--- src/smc_pkg.sv ---
`default_nettype none
package smc_pkg;
  // glitch filter: a low shorter than this never reaches the state machine
  localparam int FILT_NS = 100;
  localparam int CLK_NS = 5;
  localparam int FILT_CYC = (FILT_NS + CLK_NS - 1) / CLK_NS;
  localparam logic [7:0] FILT_CYC8 = 8'(FILT_CYC);
  // further delay from filtered low to sleep (several hundred ns total)
  localparam int ENTER_NS = 200;
  localparam int ENTER_CYC = (ENTER_NS + CLK_NS - 1) / CLK_NS;
  localparam logic [7:0] ENTER_CYC8 = 8'(ENTER_CYC);
  // wake-up interval after the request returns high
  localparam int WAKE_NS = 500;
  localparam int WAKE_CYC = (WAKE_NS + CLK_NS - 1) / CLK_NS;
  localparam logic [7:0] WAKE_CYC8 = 8'(WAKE_CYC);
  localparam logic [7:0] CNT_ZERO = 8'h00;

  typedef enum logic [3:0] {
    SMC_OFF    = 4'h1,
    SMC_NORMAL = 4'h2,
    SMC_ENTER  = 4'h4,
    SMC_SLEEP  = 4'h8
  } smc_state_e;
endpackage : smc_pkg
`default_nettype wire

--- src/smc_sleep_ctrl.sv ---
// Overview of operation
// - four states off, normal, enter, sleep; request high is normal, low is sleep.
// - sleep begins a few hundred nanoseconds after a steady low request.
// - request is glitch filtered with hysteresis; defaults high as if pulled up.
// - scan and programming circuitry enabled only in normal and enter states.
// - block RAM and registers are not kept across sleep or off.
// - normal operation resumes after the wake-up interval once request goes high.
`default_nettype none
module smc_sleep_ctrl (
  // clock and reset
  input wire logic clk,
  input wire logic rst,
  // power supplies present
  input wire logic power_good,
  // request from the system controller
  input wire logic sleep_request_n,
  // controls to the rest of the device
  output logic user_logic_run,
  output logic user_io_enable,
  output logic test_prog_enable,
  output logic embedded_block_ram_retain,
  output logic user_reinit,
  output logic asleep
);
  smc_pkg::smc_state_e state_q, state_d;
  logic [7:0] cnt_q, cnt_d;
  logic run_q, run_d;
  logic ioen_q, ioen_d;
  logic tpen_q, tpen_d;
  logic reinit_q, reinit_d;
  logic asleep_q, asleep_d;
  logic retain_q, retain_d;
  logic req_filt_n;

  // terminal count of a cycle counter; shared by the entry and wake timers
  function automatic logic cnt_done(input logic [7:0] cnt,
                                    input logic [7:0] lim);
    cnt_done = (cnt == lim - 8'h01);
  endfunction : cnt_done

  smc_glitch_filter u_filter (
    .clk(clk),
    .rst(rst),
    .raw_n(sleep_request_n),
    .filt_n(req_filt_n)
  );

  always_comb begin
    state_d = state_q;
    cnt_d = cnt_q;
    reinit_d = 1'b0;
    case (state_q)
      smc_pkg::SMC_OFF: begin
        if (power_good && req_filt_n) begin
          state_d = smc_pkg::SMC_NORMAL;
          reinit_d = 1'b1;
        end else if (power_good) begin
          state_d = smc_pkg::SMC_SLEEP;
        end
      end
      smc_pkg::SMC_NORMAL: begin
        if (!req_filt_n) begin
          state_d = smc_pkg::SMC_ENTER;
          cnt_d = smc_pkg::CNT_ZERO;
        end
      end
      smc_pkg::SMC_ENTER: begin
        if (req_filt_n) begin
          state_d = smc_pkg::SMC_NORMAL;
        end else if (cnt_done(cnt_q, smc_pkg::ENTER_CYC8)) begin
          state_d = smc_pkg::SMC_SLEEP;
          cnt_d = smc_pkg::CNT_ZERO;
        end else begin
          cnt_d = cnt_q + 8'h01;
        end
      end
      smc_pkg::SMC_SLEEP: begin
        // wake-up interval; a new low restarts it
        if (!req_filt_n) begin
          cnt_d = smc_pkg::CNT_ZERO;
        end else if (cnt_done(cnt_q, smc_pkg::WAKE_CYC8)) begin
          state_d = smc_pkg::SMC_NORMAL;
          cnt_d = smc_pkg::CNT_ZERO;
          reinit_d = 1'b1;
        end else begin
          cnt_d = cnt_q + 8'h01;
        end
      end
      default: begin
        state_d = smc_pkg::SMC_OFF;
        cnt_d = smc_pkg::CNT_ZERO;
      end
    endcase
    // losing power drops to off from anywhere
    if (!power_good) begin
      state_d = smc_pkg::SMC_OFF;
      cnt_d = smc_pkg::CNT_ZERO;
      reinit_d = 1'b0;
    end
  end

  // outputs decoded from the next state so they stay registered
  always_comb begin
    // halt and tri-state outside normal; the entry window still runs
    run_d = (state_d == smc_pkg::SMC_NORMAL) ||
            (state_d == smc_pkg::SMC_ENTER);
    ioen_d = run_d;
    // test and programming only in normal and enter
    tpen_d = run_d;
    asleep_d = (state_d == smc_pkg::SMC_SLEEP);
    retain_d = 1'b0;
  end

  always_ff @(posedge clk) begin
    if (rst) begin
      state_q <= smc_pkg::SMC_OFF;
      cnt_q <= smc_pkg::CNT_ZERO;
      run_q <= 1'b0;
      ioen_q <= 1'b0;
      tpen_q <= 1'b0;
      reinit_q <= 1'b0;
      asleep_q <= 1'b0;
      retain_q <= 1'b0;
    end else begin
      state_q <= state_d;
      cnt_q <= cnt_d;
      run_q <= run_d;
      ioen_q <= ioen_d;
      tpen_q <= tpen_d;
      reinit_q <= reinit_d;
      asleep_q <= asleep_d;
      retain_q <= retain_d;
    end
  end

  assign user_logic_run = run_q;
  assign user_io_enable = ioen_q;
  assign test_prog_enable = tpen_q;
  // kept as a flop so every output leaves a register
  assign embedded_block_ram_retain = retain_q;
  assign user_reinit = reinit_q;
  assign asleep = asleep_q;
endmodule : smc_sleep_ctrl
`default_nettype wire

--- src/smc_glitch_filter.sv ---
`default_nettype none
module smc_glitch_filter (
  // clock and reset
  input wire logic clk,
  input wire logic rst,
  // raw and filtered request
  input wire logic raw_n,
  output logic filt_n
);
  logic [7:0] cnt_q, cnt_d;
  logic filt_q, filt_d;

  // a level must hold for FILT_CYC cycles before the output follows it;
  // toggling on both edges gives hysteresis in time
  always_comb begin
    cnt_d = cnt_q;
    filt_d = filt_q;
    if (raw_n == filt_q) begin
      cnt_d = smc_pkg::CNT_ZERO;
    end else if (cnt_q == smc_pkg::FILT_CYC8 - 8'h01) begin
      cnt_d = smc_pkg::CNT_ZERO;
      filt_d = raw_n;
    end else begin
      cnt_d = cnt_q + 8'h01;
    end
  end

  always_ff @(posedge clk) begin
    if (rst) begin
      cnt_q <= smc_pkg::CNT_ZERO;
      // defaults to normal, as the pin's pull-up would
      filt_q <= 1'b1;
    end else begin
      cnt_q <= cnt_d;
      filt_q <= filt_d;
    end
  end

  assign filt_n = filt_q;
endmodule : smc_glitch_filter
`default_nettype wire

--- config.mk ---
export PLATFORM = sky130hd
export DESIGN_NAME = smc_sleep_ctrl
export DESIGN_NICKNAME = d
export VERILOG_FILES = /design/src/smc_pkg.sv /design/src/smc_sleep_ctrl.sv /design/src/smc_glitch_filter.sv
export SDC_FILE = /design/constraint.sdc
export NUM_CORES = 1
export LEC_CHECK = 0
export ABC_CLOCK_PERIOD_IN_PS = 3900
export BUFFER_PORTS_ARGS = -buffer_cell sky130_fd_sc_hd__buf_2
export CORE_MARGIN = 10
export CORE_UTILIZATION = 50
export CTS_BUF_LIST = sky130_fd_sc_hd__clkbuf_2
export CTS_CLUSTER_SIZE = 25
export DETAILED_ROUTE_END_ITERATION = 6
export GPL_TIMING_DRIVEN = 0
export PLACE_DENSITY = 0.68
export SETUP_SLACK_MARGIN = 0.4
export SYNTH_ARGS = -nofsm -noshare
export SYNTH_HDL_FRONTEND = slang
export SYNTH_SLANG_ARGS = --single-unit
--- constraint.sdc ---
create_clock -name clk -period 3.9 [get_ports clk]
set_input_delay 0.39 -clock clk [delete_from_list [all_inputs] [get_ports clk]]
set_output_delay 0.39 -clock clk [all_outputs]
set_load 0.02 [all_outputs]
After elaboration in Yosys (flattened, before gate mapping)

Index checks and enable logic that the tools add are counted.

Bitwise operators: 3
Shifts and indexed selects: 0
Divide/modulo/power cells: 0
Add/subtract/negate cells: 2
Multiply operators: 0
Reduce and logical (&&, ||, !) cells: 6
Equal/unequal tests: 13
Magnitude comparators: 0
Mux-type cells: 18

Operator list:

| operator                                                               | count |
|---|---|
| 8-bit 2-to-1 mux                                                       | 5 |
| 8-bit one-hot mux with 4 select lines                                  | 1 |
| 4-bit 2-to-1 mux                                                       | 7 |
| 8-bit by 1-bit adder with 8-bit output (second input constant)         | 2 |
| 4-bit one-hot mux with 4 select lines                                  | 1 |
| 4-bit by 2-bit equality test with 1-bit output (second input constant) | 2 |
| 4-bit by 3-bit equality test with 1-bit output (second input constant) | 2 |
| 4-bit equality test (second input constant)                            | 2 |
| 8-bit by 5-bit equality test with 1-bit output (second input constant) | 1 |
| 8-bit by 6-bit equality test with 1-bit output (second input constant) | 1 |
| 8-bit by 7-bit equality test with 1-bit output (second input constant) | 1 |
| 4-bit by 1-bit equality test with 1-bit output (second input constant) | 1 |
| 2-bit inequality test (second input constant)                          | 2 |
| 1-bit 2-to-1 mux                                                       | 3 |
| 1-bit NOT                                                              | 3 |
| 3-bit AND reduction                                                    | 1 |
| 3-bit OR reduction                                                     | 1 |
| 1-bit one-hot mux with 2 select lines                                  | 1 |
| 2-bit AND reduction                                                    | 1 |
| 2-bit OR reduction                                                     | 1 |
| 1-bit equality test                                                    | 1 |
| 1-bit logical AND                                                      | 1 |
| 1-bit logical OR                                                       | 1 |

Bits in read-only memories: 0
Memories: 0
Bits of input ports: 4
Logic and storage cells: 49
Register bits after elaboration: 24
Output and inout bits: 6
Latch bits: 0
Bits in writable memories: 0

Longest topological paths before layout

Depth after elaboration: 7
Mapped depth: 6
Depth with buffers taken out: 5

Cells and area by module

A second synthesis with hierarchy kept.

Cells, all modules: 137
Area, all modules: 1315.0 um^2

By module, submodules not included:

| module            | times used | area an instance (um^2) | cells each |
|---|---|---|---|
| smc_sleep_ctrl    | 1          | 907.1                   | 94 |
| smc_glitch_filter | 1          | 407.9                   | 43 |

Worst setup path after synthesis

No wires, ideal clock.

Kind: register to register
Start point: register cnt_q[3]
End point: register cnt_q[0]
Slack: 2352 ps
Data arrival time: 1414 ps
Cell stages (with the launch flop): 5
Required time: 3766 ps
Clock period less this slack: 1548 ps
Cell sequence: dfxtp_1 -> nor4b_4 -> a21boi_1 -> o311ai_4 -> nor2_1

Cells in the longest elaborated chain, start to end: 4
Elaborated cells between the ends (all ways): 7
Those cells by class: eq/ne (2); mux (5)

Ends and longest elaborated chain:

| element                                                                                                          | RTL line                                   | source |
|---|---|---|
| start: declaration                                                                                               | smc_sleep_ctrl.sv:26                       | `logic [7:0] cnt_q, cnt_d;` |
| start signal: assignment                                                                                         | smc_sleep_ctrl.sv:117                      | `cnt_q <= smc_pkg::CNT_ZERO;` |
| start signal: assignment                                                                                         | smc_sleep_ctrl.sv:126                      | `cnt_q <= cnt_d;` |
| 8-bit by 7-bit equality test with 1-bit output or 8-bit by 6-bit equality test with 1-bit output (tied branches) | smc_sleep_ctrl.sv:38                       | `cnt_done = (cnt == lim - 8'h01);` |
| 8-bit 2-to-1 mux, on equally long branches                                                                       | smc_sleep_ctrl.sv:81, smc_sleep_ctrl.sv:70 |  |
| 8-bit 2-to-1 mux, on equally long branches                                                                       | smc_sleep_ctrl.sv:79, smc_sleep_ctrl.sv:68 |  |
| 8-bit one-hot mux with 4 select lines *                                                                          | smc_sleep_ctrl.sv:52                       | `case (state_q)` |

Mark *: on every way between the ends. The rest lies on a longest branch, timed or not. The select of a mux whose other input is x is not followed.
A chain may end at the register's enable or synchronous reset.

Final worst setup path

Start point: register cnt_q[3]
End point: register cnt_q[1]

Same word-level chain as after synthesis.

==> reports/results.txt <==
Worst slew pin tran - 0.524 ns
Setup crit end kind - flip-flop
Dpl hpwl - 1660 µm
Post-Synthesis Cell Area - 1270 µm²
Worst IR Drop VDD - 200 µV
Post-synth top flop - dfxtp_1
Pleak - 0.533 nW
Die ar. - 4960 µm²
Critical path required time - 4.15 ns
Die X - 70.4 µm
Fillers - 235
Hold Buf Count CTS - 0
Top delay family on crit path - compound AO/OA/AOI/OAI gates
Hold-critical path depth - 3
Syn Nets - 141
Clk_skew - 0.00866 ns
Data arrival time of the critical path - 2.06 ns
TritonCTS clock tree - done
Final Non-Filler Cells - 177
FF+latch count, synth - 24
Avg WL per Cell - 12.8 µm
RR Endpoint - cnt_q[1]
Gr ovfl total - 0
WL met1 - 1140 µm
DR top layer - met4
Syn avg cell area - 9.42 µm²
WP depth - 4
Core region area - 2450 µm²
Final setup fails - 0
Critical path class - flip-flop to flip-flop
Global-route wire length before repair - 3940 µm
# resized after CTS - 0
R2R Setup Slk - 2.08 ns
Setup TNS - 0 ns
CTS Root Cell - clkbuf_2
FF-to-FF Start - cnt_q[3]
RSZ-0062 raised after global routing - false
Fraction of layout cells with a size suffix above 1 - 0.224
CP startpoint - cnt_q[3]
CTS H-tree lvls - 1
Final slew viol count - 0
Top Ports - 10
Crit path launch type - flip-flop
Met3 routed WL - 80 µm
Largest buffer count on any clock path - 2
R2r worst-path depth - 4
Worst Path Buf+Inv - 0
DP Cell Count - 173
Final hold viol count - 0
Clk slew on worst S/H paths - 0.24 ns
Ys async rst share - 0
Via density - 5.49
DRT Pass-1 Iters - 4
Die height - 70.4 µm
Largest net degree at the start of global routing - 15
Drt initial violations - 60
Status - finished, final reports clean
Power Total - 0.000474 W
Cells after synthesis - 135
Max Freq - 551 MHz
Initial antenna violation count - 0
Post-layout instance area - 1390 µm²
Area Overhead vs Synth - 9.65%
HP Class - input port to flip-flop
Final WL - 2260 µm
Max Cap Viol - 0
NumNets Final - 154
Synth warnings - 0
Num CTS Buffers - 3
CP Cell Sequence - nor4b_4, a21boi_1, o311ai_4, nor2_1
Num Clock Sinks - 24
CP endpoint - cnt_q[1]
DR WL met2 - 1010 µm
Crit Path Max Fanout - 7
Post-synth EDFFs - 0
Post-CTS Setup Inserts - 0
Post-synthesis sequential area ratio - 0.378
Synth cell types - 43
Total vias in the final route - 971
Min Tclk post-route - 1.82 ns
N_diodes - 0
Worst path slowest cell - nor4b_4
Final GP Congestion - 0.810
GRT Overall Usage - 0.0894
Antenna-violating nets left - 0
Port bufs - 8
Fin crit share - 0.465
Placed Instance Area - 1350 µm²
DRC Markers - 0
Number of global-route vias before repair - 926
Critical Path Max Stage Delay - 0.51 ns
Row count - 18
Clock Latency Late Sink - 0.34 ns
Hold slack - 0.279 ns
Effective utilization at floorplan - 0.518
Slew margin rel. - 0.650
Pwr Density - 340 nW/µm²
==> stage by stage <==
stage | worst slack (ns) | util
final | 2.08 | 0.568
after global routing | 2.00 | 0.568
after CTS | 2.11 | 0.568
after detailed placement | 2.12 | 0.549
after global placement | 2.17 | 0.549
after floorplan | 2.35 | -
==> sequential cells by signal, summed over array words and instances (netlist names) <==
register	count
state_q	4
cnt_q	8
asleep	1
u_filter.cnt_q	8
u_filter.filt_n	1
user_reinit	1
test_prog_enable	1
==> worst min-delay path by stage <==
| stage | from | end | slack [ns] |
|---|---|---|---|
| floorplan | u_filter.cnt_q[0] | u_filter.cnt_q[0] | 0.43 |
| global placement | u_filter.cnt_q[0] | u_filter.cnt_q[0] | 0.44 |
| detailed placement | u_filter.cnt_q[0] | u_filter.cnt_q[0] | 0.45 |
| CTS | sleep_request_n | u_filter.filt_n | 0.26 |
| global route | sleep_request_n | u_filter.filt_n | 0.25 |
| finish | sleep_request_n | u_filter.filt_n | 0.28 |
==> power breakdown <==
| part | internal (W) | switching [W] | leakage (nW) |
|---|---|---|---|
| combinational | 0.0000217 | 0.0000325 | 0.312 |
| clock | 0.0000883 | 0.0000782 | 0.0266 |
| sequential | 0.000251 | 0.00000242 | 0.194 |
==> kinds of logic (layout without fill, tap and decap cells) <==
group                      after synthesis  after routing  share of synthesized area
adders and majority gates                2              2                     0.0197
AOI/OAI and AO/OA                       28             28                      0.182
xor gates and xnor gates                10             10                     0.0689
DFF                                     24             24                      0.378
and+or+nand+nor                         54             54                      0.275
muxes                                    1              1                    0.00787
buffers and inverters                   15             27                     0.0659
other                                    1              1                    0.00295
==> synth_stat cells, drive strengths merged (2+ instances only) <==
library cell   n  area (µm²)
ha             2        25.0
o31ai          3        22.5
buf            9        61.3
a211oi         3        35.0
and3           2        12.5
nor2          11        41.3
xnor2          2        17.5
nand4          3        18.8
nor4b          5        80.1
and3b          2        17.5
nand3          5        25.0
a21oi          7        53.8
nand2         10        37.5
dfxtp         24         480
xor2           8        70.1
or4            5        37.5
inv            6        22.5
o21ai          4        20.0
a21o           2        15.0
o211ai         2        15.0
a31oi          2        12.5
nor3           2        10.0
or3            3        18.8
==> area by class of cell <==
type / count / area [µm²] / share of cell area
Clock inverter: 1 / 30.0 / 0.0215
Clock buffer: 3 / 15.0 / 0.0108
Multi-Input combinational cell: 96 / 707 / 0.507
Sequential cell: 24 / 480 / 0.345
Timing Repair Buffer: 8 / 40.0 / 0.0287
Tap cell: 30 / 37.5 / 0.0269
Inverter: 6 / 22.5 / 0.0162
Buffer: 9 / 61.3 / 0.0440
==> cell usage in the layout (no fill, tap or decap), types with 2 or more instances in the layout <==
| cell | netlist | final |
|---|---|---|
| inv_1 | 5 | 5 |
| a31oi_1 | 2 | 2 |
| o21ai_0 | 4 | 4 |
| nand4_1 | 3 | 3 |
| nand3_1 | 5 | 5 |
| or4_1 | 5 | 5 |
| and3_1 | 2 | 2 |
| nand2_1 | 10 | 10 |
| ha_1 | 2 | 2 |
| and3b_1 | 2 | 2 |
| a21oi_2 | 5 | 5 |
| xnor2_1 | 2 | 2 |
| a21o_1 | 2 | 2 |
| clkbuf_2 | 0 | 3 |
| nor3_1 | 2 | 2 |
| nor4b_1 | 2 | 2 |
| buf_2 | 4 | 12 |
| o211ai_1 | 2 | 2 |
| a211oi_1 | 2 | 2 |
| xor2_1 | 8 | 8 |
| buf_4 | 4 | 4 |
| a21oi_1 | 2 | 2 |
| nor2_1 | 11 | 11 |
| dfxtp_1 | 24 | 24 |
| or3_1 | 3 | 3 |
| nor4b_4 | 2 | 2 |
| o31ai_1 | 3 | 3 |
==> tightest hold or removal path, stage by stage <==
cell      delay (ns)
buf_2           0.09
nand2_1         0.04
o211ai_1        0.08
==> per-layer routing <==
layer,vias up,global-route usage
li1,507,-
met3,4,0.0254
met1,445,0.111
met2,15,0.146
met4,0,0.0241
met5,-,0
No activity file was read; power rests on OpenSTA's default activity.
